===== src/core/fps_pkg.sv =====
// package of constants and types for the flyback pwm sequencer
// Notes on behaviour
// start-up source turns on with line present, off at supply start level.
// first arrival at start level only refills; switching begins at the next.
// refill below refill level unless line is absent or thermal trip.
// reduced start-up current while supply is below the short level.
// supply stop level turns controller off and clears the overload timer.
// nominal switching frequency is a build option, 65 or 100 kHz.
// gate drive forced low once on-time reaches 80 percent of period.
// triangle jitter of about six percent at 125 Hz, also in foldback.
// peak comparator ignored for 250 ns after turn-on, then ends pulse.
// limit comparator caps peak setpoint at maximum sense level.
// soft-start ramps setpoint from zero in fifteen equal steps.
// during soft-start the first of the two comparators ends the pulse.
// soft-start ignores low latch threshold and doubles latch bias current.
// winding short level stops switching at once and enters protection.
// overload timer runs while setpoint sits on the clamp; expiry protects.
// auto-recovery restarts after retry wait; latched waits for supply reset.
// latch input high or low threshold latches off until supply reset.
// skip: stop pulses below skip entry, resume above skip exit.
// foldback lowers frequency progressively down to lowest frequency.
// overload timer not started when max duty ended the pulse.
// foldback disabled while running at maximum duty.
// latch input spikes shorter than filter windows are blanked.
// all comparator results pass two flip-flops before use.
package fps_pkg;
    localparam int unsigned CLK_HZ          = 40_000_000;
    localparam int unsigned CLK_NS          = 25;
    localparam int unsigned FSW_NOM_65_HZ   = 65_000;
    localparam int unsigned FSW_NOM_100_HZ  = 100_000;
    localparam int unsigned FSW_MIN_HZ      = 27_000;
    localparam int unsigned MAX_DUTY_PCT    = 80;
    localparam int unsigned JITTER_PCT      = 6;
    localparam int unsigned JITTER_HZ       = 125;
    localparam int unsigned BLANK_NS        = 250;
    localparam int unsigned BLANK_CYC       = (BLANK_NS + CLK_NS - 1) / CLK_NS;
    localparam int unsigned SS_STEPS        = 15;
    localparam int unsigned SS_TIME_US      = 4000;
    localparam int unsigned SS_STEP_CYC     =
        (SS_TIME_US * (CLK_HZ / 1_000_000)) / SS_STEPS;
    localparam int unsigned FAULT_TIME_US   = 128_000;
    localparam int unsigned FAULT_CYC       =
        FAULT_TIME_US * (CLK_HZ / 1_000_000);
    localparam int unsigned RETRY_TIME_US   = 1_000_000;
    localparam int unsigned RETRY_CYC       =
        RETRY_TIME_US * (CLK_HZ / 1_000_000);
    localparam int unsigned LATCH_HI_US     = 50;
    localparam int unsigned LATCH_HI_CYC    =
        LATCH_HI_US * (CLK_HZ / 1_000_000);
    localparam int unsigned LATCH_LO_US     = 350;
    localparam int unsigned LATCH_LO_CYC    =
        LATCH_LO_US * (CLK_HZ / 1_000_000);
    localparam int unsigned FOLD_STEPS      = 16;
    localparam logic [3:0]  SS_LEVEL_RST    = 4'h0;

    // comparator results from the analog front end
    typedef struct packed {
        logic line_present;   // line_sense_input above line_present_level
        logic sup_start;      // supply at or above start level
        logic sup_refill;     // supply at or below refill level
        logic sup_short;      // supply below short level
        logic sup_stop;       // supply at or below stop level
        logic peak_trip;      // sense ramp above regulation_input / 5
        logic limit_trip;     // sense ramp above peak_limit_setpoint
        logic ss_trip;        // sense ramp above soft-start staircase
        logic short_trip;     // sense at winding_short_level
        logic skip_below;     // regulation_input below skip_entry_level
        logic skip_above;     // regulation_input above skip_exit_level
        logic fold_below;     // regulation_input below foldback_entry_level
        logic latch_hi;       // latch input above high threshold
        logic latch_lo;       // latch input below low threshold
        logic thermal_trip;
    } fps_cmp_t;

    typedef enum logic [2:0] {
        FPS_OFF     = 3'b000,
        FPS_CHARGE1 = 3'b001,
        FPS_REFILL  = 3'b010,
        FPS_RUN     = 3'b011,
        FPS_PROT    = 3'b100,
        FPS_RETRY   = 3'b101,
        FPS_LATCHED = 3'b110
    } fps_state_t;
endpackage : fps_pkg


===== src/core/fps_filter.sv =====
// blanking filter: output rises only after input holds high for len cycles, falls at the first low sample
`timescale 1ns/1ps
`default_nettype none
module fps_filter #(
    parameter int unsigned LEN = 16
) (
    input  wire logic sys_clk_i,
    input  wire logic rst_i,
    input  wire logic in_i,
    output logic      hit_o
);
    logic [31:0] cnt_q;

    always_ff @(posedge sys_clk_i) begin
        if (rst_i || !in_i) begin
            cnt_q <= 32'h0;
            hit_o <= 1'b0;
        end else if (cnt_q >= LEN - 1) begin
            hit_o <= 1'b1;
        end else begin
            cnt_q <= cnt_q + 32'h1;
        end
    end
endmodule : fps_filter
`default_nettype wire


===== src/core/fps_seq.sv =====
// flyback pwm sequencer: start-up, oscillator, pwm, soft-start, protection
`timescale 1ns/1ps
`default_nettype none
module fps_seq
    import fps_pkg::*;
#(
    parameter int unsigned FSW_HZ    = fps_pkg::FSW_NOM_65_HZ,
    parameter bit          AUTO_REC  = 1'b0,
    parameter int unsigned FAULT_N   = fps_pkg::FAULT_CYC,
    parameter int unsigned RETRY_N   = fps_pkg::RETRY_CYC,
    parameter int unsigned SS_STEP_N = fps_pkg::SS_STEP_CYC,
    parameter int unsigned LHI_N     = fps_pkg::LATCH_HI_CYC,
    parameter int unsigned LLO_N     = fps_pkg::LATCH_LO_CYC
) (
    input  wire logic             sys_clk_i,
    input  wire logic             rst_i,
    input  wire fps_pkg::fps_cmp_t cmp_i,
    output logic                  gate_drive_out_o,
    output logic                  startup_src_on_o,
    output logic                  startup_src_low_o,
    output logic                  latch_bias_dbl_o,
    output logic [3:0]            ss_level_o,
    output logic                  skip_active_o,
    output logic                  fault_o,
    output logic                  latched_off_o
);
    import fps_pkg::*;

    localparam int unsigned PER_NOM = CLK_HZ / FSW_HZ;
    localparam int unsigned PER_MAX = CLK_HZ / FSW_MIN_HZ;
    localparam int unsigned JIT_DEV = PER_NOM * JITTER_PCT / 100;
    localparam int unsigned JIT_HALF = CLK_HZ / (2 * JITTER_HZ);
    localparam int unsigned JIT_STEP_N = JIT_HALF / (2 * JIT_DEV + 1);
    localparam int unsigned FOLD_INC = (PER_MAX - PER_NOM) / FOLD_STEPS;
    localparam int unsigned FOLD_DWELL = 4;

    fps_cmp_t   c;
    fps_state_t st_q;
    logic       lhi_f;
    logic       llo_f;

    fps_sync #(.W($bits(fps_cmp_t))) u_sync (
        .sys_clk_i (sys_clk_i),
        .rst_i     (rst_i),
        .async_i   (cmp_i),
        .sync_o    (c)
    );

    fps_filter #(.LEN(LHI_N)) u_fhi (
        .sys_clk_i (sys_clk_i),
        .rst_i     (rst_i),
        .in_i      (c.latch_hi),
        .hit_o     (lhi_f)
    );

    fps_filter #(.LEN(LLO_N)) u_flo (
        .sys_clk_i (sys_clk_i),
        .rst_i     (rst_i),
        .in_i      (c.latch_lo),
        .hit_o     (llo_f)
    );

    // ---- start-up current source
    logic src_q;
    always_ff @(posedge sys_clk_i) begin
        if (rst_i) begin
            src_q <= 1'b0;
        end else if (c.thermal_trip || !c.line_present) begin
            src_q <= 1'b0;
        end else if (c.sup_start) begin
            src_q <= 1'b0;
        end else if (st_q == FPS_OFF || c.sup_refill) begin
            src_q <= 1'b1;
        end
    end
    assign startup_src_on_o  = src_q;
    assign startup_src_low_o = c.sup_short;

    // ---- soft-start staircase
    logic [3:0]  ss_q;
    logic [31:0] ss_cnt_q;
    logic        in_ss;
    assign in_ss = (st_q == FPS_RUN) && (ss_q < 4'(SS_STEPS));
    always_ff @(posedge sys_clk_i) begin
        if (rst_i || st_q != FPS_RUN) begin
            ss_q     <= SS_LEVEL_RST;
            ss_cnt_q <= 32'h0;
        end else if (in_ss) begin
            if (ss_cnt_q >= SS_STEP_N - 1) begin
                ss_cnt_q <= 32'h0;
                ss_q     <= ss_q + 4'h1;
            end else begin
                ss_cnt_q <= ss_cnt_q + 32'h1;
            end
        end
    end
    assign ss_level_o       = ss_q;
    assign latch_bias_dbl_o = in_ss;

    // ---- skip mode with hysteresis
    logic skip_q;
    always_ff @(posedge sys_clk_i) begin
        if (rst_i) begin
            skip_q <= 1'b0;
        end else if (c.skip_below) begin
            skip_q <= 1'b1;
        end else if (c.skip_above) begin
            skip_q <= 1'b0;
        end
    end
    assign skip_active_o = skip_q;

    // ---- jitter: triangle offset on period
    logic [15:0] jit_q;
    logic        jit_up_q;
    logic [31:0] jit_cnt_q;
    always_ff @(posedge sys_clk_i) begin
        if (rst_i) begin
            jit_q     <= 16'h0;
            jit_up_q  <= 1'b1;
            jit_cnt_q <= 32'h0;
        end else if (jit_cnt_q >= JIT_STEP_N - 1) begin
            jit_cnt_q <= 32'h0;
            if (jit_up_q) begin
                if (jit_q >= 16'(2 * JIT_DEV)) jit_up_q <= 1'b0;
                else jit_q <= jit_q + 16'h1;
            end else begin
                if (jit_q == 16'h0) jit_up_q <= 1'b1;
                else jit_q <= jit_q - 16'h1;
            end
        end else begin
            jit_cnt_q <= jit_cnt_q + 32'h1;
        end
    end

    // ---- frequency foldback: extra period added step by step
    logic [4:0]  fold_q;
    logic [3:0]  fold_dw_q;
    logic        at_max_duty_q;
    logic        cyc_end;
    always_ff @(posedge sys_clk_i) begin
        if (rst_i) begin
            fold_q    <= 5'h0;
            fold_dw_q <= 4'h0;
        end else if (cyc_end) begin
            if (fold_dw_q >= 4'(FOLD_DWELL - 1)) begin
                fold_dw_q <= 4'h0;
                if (c.fold_below && !at_max_duty_q
                    && fold_q < 5'(FOLD_STEPS))
                    fold_q <= fold_q + 5'h1;
                else if ((!c.fold_below || at_max_duty_q) && fold_q != 5'h0)
                    fold_q <= fold_q - 5'h1;
            end else begin
                fold_dw_q <= fold_dw_q + 4'h1;
            end
        end
    end

    // ---- oscillator and pwm
    logic [15:0] per;
    logic [15:0] ton_max;
    logic [15:0] ph_q;
    logic        drv_q;
    logic        run_ok;
    logic        end_peak;
    logic        latch_hit;
    logic        flt_exp;
    assign per = 16'(PER_NOM - JIT_DEV) + jit_q
               + 16'(FOLD_INC) * {11'h0, fold_q};
    assign ton_max = 16'((32'(per) * MAX_DUTY_PCT) / 100);
    assign cyc_end = (ph_q >= per - 16'h1);
    // gate drops at the same edge that the state leaves run
    assign run_ok  = (st_q == FPS_RUN) && !skip_q && !c.short_trip
                   && !latch_hit && !flt_exp
                   && !c.sup_stop && !c.thermal_trip;
    // peak end after blanking; soft-start and feedback comparators are or'ed
    assign end_peak = (ph_q >= 16'(BLANK_CYC))
        && (c.peak_trip || c.limit_trip
            || (in_ss && c.ss_trip));

    always_ff @(posedge sys_clk_i) begin
        if (rst_i) begin
            ph_q <= 16'h0;
        end else if (cyc_end) begin
            ph_q <= 16'h0;
        end else begin
            ph_q <= ph_q + 16'h1;
        end
    end

    always_ff @(posedge sys_clk_i) begin
        if (rst_i) begin
            drv_q         <= 1'b0;
            at_max_duty_q <= 1'b0;
        end else if (!run_ok) begin
            drv_q <= 1'b0;
        end else if (cyc_end) begin
            drv_q <= 1'b1;
        end else if (drv_q && ph_q >= ton_max - 16'h1) begin
            drv_q         <= 1'b0;
            at_max_duty_q <= 1'b1;
        end else if (drv_q && end_peak) begin
            drv_q         <= 1'b0;
            at_max_duty_q <= 1'b0;
        end
    end
    assign gate_drive_out_o = drv_q;

    // ---- overload timer
    logic [31:0] flt_cnt_q;
    logic        ovl_q;
    logic        flt_run;
    // setpoint on the clamp: last pulse was ended by the limit comparator
    always_ff @(posedge sys_clk_i) begin
        if (rst_i || st_q != FPS_RUN) begin
            ovl_q <= 1'b0;
        end else if (drv_q && ph_q >= ton_max - 16'h1) begin
            ovl_q <= 1'b0;
        end else if (drv_q && end_peak) begin
            ovl_q <= c.limit_trip;
        end
    end
    assign flt_run = (st_q == FPS_RUN) && !in_ss && ovl_q;
    assign flt_exp = flt_cnt_q >= FAULT_N - 1;
    always_ff @(posedge sys_clk_i) begin
        if (rst_i || c.sup_stop || !flt_run) begin
            flt_cnt_q <= 32'h0;
        end else if (!flt_exp) begin
            flt_cnt_q <= flt_cnt_q + 32'h1;
        end
    end

    // ---- controller state
    logic [31:0] rty_cnt_q;
    assign latch_hit = lhi_f || (llo_f && !in_ss);
    always_ff @(posedge sys_clk_i) begin
        if (rst_i) begin
            st_q      <= FPS_OFF;
            rty_cnt_q <= 32'h0;
        end else if (c.sup_stop) begin
            st_q <= FPS_OFF;
        end else if (c.thermal_trip && st_q != FPS_LATCHED) begin
            st_q <= FPS_OFF;
        end else begin
            unique case (st_q)
                FPS_OFF:
                    if (c.sup_start) st_q <= FPS_CHARGE1;
                FPS_CHARGE1:
                    if (c.sup_refill) st_q <= FPS_REFILL;
                FPS_REFILL:
                    if (c.sup_start) st_q <= FPS_RUN;
                FPS_RUN:
                    if (latch_hit) st_q <= FPS_LATCHED;
                    else if (c.short_trip || flt_exp) begin
                        st_q <= AUTO_REC ? FPS_RETRY : FPS_LATCHED;
                        rty_cnt_q <= 32'h0;
                    end
                FPS_RETRY:
                    if (latch_hit) st_q <= FPS_LATCHED;
                    else if (rty_cnt_q >= RETRY_N - 1) st_q <= FPS_REFILL;
                    else rty_cnt_q <= rty_cnt_q + 32'h1;
                FPS_LATCHED:
                    st_q <= FPS_LATCHED;
                default:
                    st_q <= FPS_OFF;
            endcase
        end
    end
    assign fault_o       = (st_q == FPS_RETRY) || (st_q == FPS_LATCHED);
    assign latched_off_o = (st_q == FPS_LATCHED);
endmodule : fps_seq
`default_nettype wire


===== src/core/fps_sync.sv =====
// two flip-flop synchroniser for a bus of comparator levels
`timescale 1ns/1ps
`default_nettype none
module fps_sync #(
    parameter int unsigned W = 1
) (
    input  wire logic         sys_clk_i,
    input  wire logic         rst_i,
    input  wire logic [W-1:0] async_i,
    output logic      [W-1:0] sync_o
);
    logic [W-1:0] meta_q;

    always_ff @(posedge sys_clk_i) begin
        if (rst_i) begin
            meta_q <= '0;
            sync_o <= '0;
        end else begin
            meta_q <= async_i;
            sync_o <= meta_q;
        end
    end
endmodule : fps_sync
`default_nettype wire


===== config.mk =====
export PLATFORM = sky130hd
export DESIGN_NAME = fps_seq
export DESIGN_NICKNAME = d
export VERILOG_FILES = /design/src/core/fps_pkg.sv /design/src/core/fps_filter.sv /design/src/core/fps_seq.sv /design/src/core/fps_sync.sv
export SDC_FILE = /design/constraint.sdc
export NUM_CORES = 1
export LEC_CHECK = 0
export ABC_AREA = 1
export BUFFER_PORTS_ARGS = -buffer_cell sky130_fd_sc_hd__buf_2
export CAP_MARGIN = 20
export CELL_PAD_IN_SITES_DETAIL_PLACEMENT = 1
export CELL_PAD_IN_SITES_GLOBAL_PLACEMENT = 1
export CORE_ASPECT_RATIO = 1.1
export CORE_MARGIN = 2
export CORE_UTILIZATION = 38
export CTS_CLUSTER_DIAMETER = 150
export DETAILED_ROUTE_END_ITERATION = 7
export GPL_TIMING_DRIVEN = 1
export MAX_ROUTING_LAYER = met4
export PLACE_DENSITY = 0.7
export SLEW_MARGIN = 30
export SYNTH_ARGS = -nofsm -noshare
export SYNTH_HDL_FRONTEND = slang
export SYNTH_SLANG_ARGS = --single-unit

===== constraint.sdc =====
create_clock -name sys_clk_i -period 17.2 [get_ports sys_clk_i]
set_input_delay 3.44 -clock sys_clk_i [delete_from_list [all_inputs] [get_ports sys_clk_i]]
set_output_delay 3.44 -clock sys_clk_i [all_outputs]
set_load 0.02 [all_outputs]

* Word level (Yosys, flattened, before mapping)
Index checks and enable logic that the tools add are counted. Widths: inputs -> output; s select.
Operators by class: magnitude comparators 13, bitwise gates (word level) 4, mux-type cells 29, equality and inequality tests 18, reduce and logical (&&, ||, !) cells 64, add/subtract/negate cells 17, multipliers 2, div/mod/pow operators 1
Operator list (count):
- $add 32x1->32 const B | 6
- $mux 32 | 5
- $ge 32x14->1 const B | 2
- $pmux 32 s2 | 1
- $mux 16 | 3
- $sub 16x1->16 const B | 3
- $add 16x1->16 const B | 2
- $div 23x7->32 const B | 1
- $ge 16x16->1 | 2
- $ge 32x11->1 const B | 1
- $ge 32x12->1 const B | 1
- $ge 32x23->1 const B | 1
- $ge 32x26->1 const B | 1
- $mux 3 | 7
- $mul 16x3->19 const B | 1
- $logic_and 1x1->1 | 18
- $pmux 3 s6 | 1
- $add 10x16->16 const A | 1
- $add 16x11->16 | 1
- $ge 16x4->1 const B | 1
- $ge 16x7->1 const B | 1
- $logic_not 16->1 | 1
- $logic_not 1->1 | 13
- $logic_or 1x1->1 | 13
- 28 further kinds | 61
Word-level totals: output and inout port bits 11, register bits 278, logic and storage cells 170, bits of input ports 17

* Longest topological paths before layout
depth after elaboration 12, mapped depth 143, depth with buffers taken out 142

* Cells and area by module
A second synthesis with hierarchy kept.
Second synthesis, totals: cells, all modules 2690, area total of the unflattened synthesis 18326.3 sq um
Modules (own cells, without submodules):
- fps_seq | cells an instance 2176, area each 14462.6 sq um, sequential area each 3643.5 sq um, times used 1
- fps_filter at u_flo | cells an instance 233, area each 1646.6 sq um, sequential area each 660.6 sq um, times used 1
- fps_filter at u_fhi | cells an instance 188, area each 1357.6 sq um, sequential area each 660.6 sq um, times used 1
- fps_sync | cells an instance 93, area each 859.6 sq um, sequential area each 600.6 sq um, times used 1

* Least setup slack after synthesis
No wires, ideal clock.
kind reg2reg, start point register fold_q[3], end point register at_max_duty_q, buffers on the path 1, setup slack 2210 ps, data arrival time 14874 ps, clock period less this slack 14990 ps, required time 17084 ps, setup time 116 ps, stages on the path, launching flop included 126, path through dfxtp_1 inv_1 ha_1 inv_1 fa_1 ha_1 ha_1 a31o_2 a21oi_1 o21ai_0 a21oi_1 o21bai_1 xor2_1 ha_1 ha_1 nand2_1 inv_1 nand3_1 [90 not listed] ha_1 a21boi_0 o21a_1 o21a_1 o21a_1 o21a_1 o21a_1 o21ai_0 nand2_1 a21oi_1 nor2_1 a211oi_1 o221ai_1 nand2_1 a21oi_1 inv_1 nor4_1 o211a_1
Between the ends: cells in the longest elaborated chain, start to end 9, elaborated cells on any way between the ends 13, classes of those cells 3 x add/sub; 2 x mul; 1 x div; 2 x order compare; 1 x mux; 1 x bitwise; 3 x reduce/logical
Ends and longest elaborated chain:
- start: declaration | RTL line fps_seq.sv:137 | logic [4:0] fold_q;
- start signal: assignment | RTL line fps_seq.sv:150 | fold_q <= fold_q + 5'h1;
- start signal: assignment | RTL line fps_seq.sv:152 | fold_q <= fold_q - 5'h1;
- $mul 5x5->10 (*) | RTL line fps_seq.sv:169 | + 16'(FOLD_INC) * {11'h0, fold_q};
- $add 16x11->16 (*) | RTL line fps_seq.sv:169
- $mul 16x3->19 | RTL line fps_seq.sv:170 | assign ton_max = 16'((32'(per) * MAX_DUTY_PCT) / 100);
- $div 23x7->32 | RTL line fps_seq.sv:170
- $sub 16x1->16 | RTL line fps_seq.sv:199 | end else if (drv_q && ph_q >= ton_max - 16'h1) begin
- $ge 16x16->1 | RTL line fps_seq.sv:199
- $logic_and 1x1->1 | RTL line fps_seq.sv:199
- $reduce_bool 2->1 (no line)
- $reduce_and 3->1 (no line)
- end signal: assignment | RTL line fps_seq.sv:194 | at_max_duty_q <= 1'b0;
- end signal: assignment | RTL line fps_seq.sv:201 | at_max_duty_q <= 1'b1;
- end signal: assignment | RTL line fps_seq.sv:204 | at_max_duty_q <= 1'b0;
- end: declaration | RTL line fps_seq.sv:139 | logic at_max_duty_q;
Every way passes the cells marked *; elsewhere a longest branch is shown, timed or not. A chain may end at the register's enable or synchronous reset.

* Worst setup path in the final report
Same ends and word-level chain as after synthesis.

==> reports/results.ini <==
[die]
fp-row-count=82
dieArea_um2=48100
num_io_pins=28
core_area_um2=45700
die_w_um=209
start_util=0.386
dieHeight_um=230

[yosys]
synth_seq_cells=278
ys_types=62
yosysSeqAreaShare=0.316
synthFlopType=dfxtp_1
syn-instance-count=2480
avgSynthCellArea_um2=7.10
async_reset_ff_frac=0
yosys_warnings=0
synth-edff-count=0
synth_area_um2=17600

[cells_and_area]
insertedDiodeCount=0
finish.utilization=0.450
area_growth_pct=16.7
stdcell_area_um2=20600
final_nets=2731
drive_gt1_frac=0.160

[cts]
cts_buffers=30
clock-root-buffer=clkbuf_16
cts_tree=yes
cts_num_sinks=278
clock_latency_ns=0.56
clkTransAtPathRegs_ns=0.06
cts_max_level=1
clockBufferDepth=3

[worst_setup_path]
rrSetupSlack_ns=1.07
startpoint=fold_q[3]$_SDFFE_PP0P_
r2r_end=at_max_duty_q$_SDFFE_PP0P_
cp.depth=122
cp-end-kind=register
max_stage_delay_ns=0.45
path_class=register to register
cp.buffers_inverters=11
rr_startpoint=fold_q[3]$_SDFFE_PP0P_
endpoint=at_max_duty_q$_SDFFE_PP0P_
critPathSlowestCell=fa_1
critPathMaxFanout=9
cp-start-kind=register
path_common_cell=nand2_4
critical_path.top_delay_family=simple AND/OR/NAND/NOR gates
worstPathArrival_ns=16.59
reg2reg_depth=122
cp_data_required_time_ns=17.66

[placement]
routabilityCongestion=0.837
dpl.hpwl_um=35700
port_buffers=27
placedInstanceArea_um2=18500

[status]
status=complete, no violations

[routing]
drtAntennaViolNets=0
firstDrtPassIters=4
wl_per_cell_um=14.6
wirelength_um=46600
drt-initial-drc-count=580
vias=16200
drt-vias-per-instance=5.08
drc=0

[job]
cap_violations=0

[sta]
clock-skew-final_ns=0.00986
fin_crit_sh=0.938
period_needed_ns=16.13
finalHoldViolations=0
slew_viol_final=0
max_freq_mhz=62.0
slew_headroom=0.445
setup_viol=0
worst_pin_slew_ns=0.830

[grt]
antenna_found_initial=0
grtUsageTotal=0.197
grt_max_degree=45
grt_overflow=0
grt_pass1_wl_um=78600
grt_pass1_vias=16900

[min_path]
hp-class=register to register

layout make-up:
| class | instances | area [um2] |
|---|---|---|
| Clock inverter | 9 | 85.1 |
| Inverter | 441 | 1660 |
| Fill cell | 5780 | 25100 |
| Tap cell | 588 | 736 |
| Multi-Input combinational cell | 1752 | 11100 |
| Timing Repair Buffer | 73 | 480 |
| Clock buffer | 44 | 875 |
| Sequential cell | 278 | 5570 |
stage by stage:
stage	worst slack (ns)	cells	TNS (ns)	hold WS (ns)
floorplan	2.21	2499	0	0.388
global placement	0.327	3093	0	0.390
detailed placement	-0.482	3093	-0.665	0.400
CTS	0.0291	3149	0	0.409
global route	-0.301	3185	-0.534	0.428
finish	1.07	3185	0	0.404
logic make-up (layout without fill, tap and decap cells):
kind of cell	Yosys count	in the layout	share of synthesized area
compound gates	336	336	0.111
xor+xnor	93	93	0.0467
fa+ha+maj	138	138	0.101
buf+inv	470	567	0.101
flops	278	278	0.316
other cells	1	20	0.000213
simple gates	1164	1165	0.324
cells in the mapped netlist, types with 15 or more instances:
| cell | number | area share |
|---|---|---|
| a211oi_1 | 16 | 0.0068 |
| a21oi_1 | 142 | 0.040 |
| clkbuf_1 | 27 | 0.0058 |
| dfxtp_1 | 278 | 0.32 |
| ha_1 | 131 | 0.093 |
| inv_1 | 404 | 0.086 |
| inv_2 | 28 | 0.0060 |
| nand2_1 | 402 | 0.086 |
| nand2_2 | 67 | 0.024 |
| nand2_4 | 25 | 0.016 |
| nand3_1 | 136 | 0.039 |
| nand4_1 | 59 | 0.021 |
| nor2_1 | 288 | 0.061 |
| nor2_4 | 15 | 0.0096 |
| nor3_1 | 76 | 0.022 |
| nor4_1 | 32 | 0.011 |
| o21ai_0 | 86 | 0.024 |
| xnor2_1 | 22 | 0.011 |
| xor2_1 | 70 | 0.035 |
cells in the final DEF, fill, tap and decap left out, drive strengths merged, types with 20 or more instances in the layout:
| cell | synthesis | routed |
|---|---|---|
| inv | 432 | 433 |
| buf | 2 | 73 |
| nand4 | 69 | 69 |
| nor2 | 316 | 316 |
| nor3 | 77 | 77 |
| nand3 | 152 | 153 |
| xor2 | 71 | 71 |
| a21oi | 143 | 143 |
| o21ai | 99 | 99 |
| xnor2 | 22 | 22 |
| ha | 131 | 131 |
| nand2 | 496 | 496 |
| nor4 | 32 | 32 |
| dfxtp | 278 | 278 |
| clkbuf | 27 | 44 |
| conb | 1 | 20 |
state kept, by name (all words and copies together), names as in the netlist, 3 cells and up:
name           cells
flt_cnt_q         32
fold_dw_q          4
fold_q             5
jit_cnt_q         32
jit_q             16
ph_q              16
rty_cnt_q         32
ss_cnt_q          32
ss_level_o         4
st_q               3
u_fhi.cnt_q       32
u_flo.cnt_q       32
u_sync.meta_q     15
u_sync.sync_o     15
worst register-to-register path: cells and delay by family, from the launching register on:
| family | cells | cell delay, ns |
|---|---|---|
| xor gates and xnor gates | 2 | 0.36 |
| adders and majority gates | 11 | 3.25 |
| DFF | 1 | 0.37 |
| AOI/OAI and AO/OA | 14 | 2.40 |
| and+or+nand+nor | 84 | 8.69 |
| buffers and inverters | 11 | 0.89 |
repair_timing:
action | in CTS | in global routing
cloned | 0 | 1
gates resized for setup | 8 | 163
buffers inserted | 3 | 35
hold buffers | 0 | 0
endpoints found under the setup margin | 3 | 3
pin swaps | 2 | 57
metal layers:
layer | part of all wire | vias up | track usage | routed length, um
met2 | 0.53 | 117 | 0.372 | 24500
met3 | 0.021 | 71 | 0.0180 | 1000
met5 | 0 | - | - | 0
li1 | - | 8200 | - | -
met4 | 0.023 | 0 | 0.0480 | 1060
met1 | 0.43 | 7798 | 0.224 | 20100
worst min path at each step:
stage | start | to | slack, ns | cells past startpoint
2_1_floorplan | u_sync.meta_q[0]$_SDFF_PP0_ | u_sync.sync_o[0]$_SDFF_PP0_ | 0.39 | 2
3_3_place_gp | u_sync.meta_q[4]$_SDFF_PP0_ | u_sync.sync_o[4]$_SDFF_PP0_ | 0.39 | 2
4_1_cts | u_sync.meta_q[14]$_SDFF_PP0_ | u_sync.sync_o[14]$_SDFF_PP0_ | 0.41 | 2
6_report | u_sync.meta_q[14]$_SDFF_PP0_ | u_sync.sync_o[14]$_SDFF_PP0_ | 0.40 | 2
5_1_grt | u_sync.meta_q[13]$_SDFF_PP0_ | u_sync.sync_o[13]$_SDFF_PP0_ | 0.43 | 2
3_5_place_dp | u_sync.meta_q[11]$_SDFF_PP0_ | u_sync.sync_o[11]$_SDFF_PP0_ | 0.40 | 2
Power is left out: the tool's default activity adds up to more than one toggle a clock period on the data nets, which glitch-free logic cannot reach.
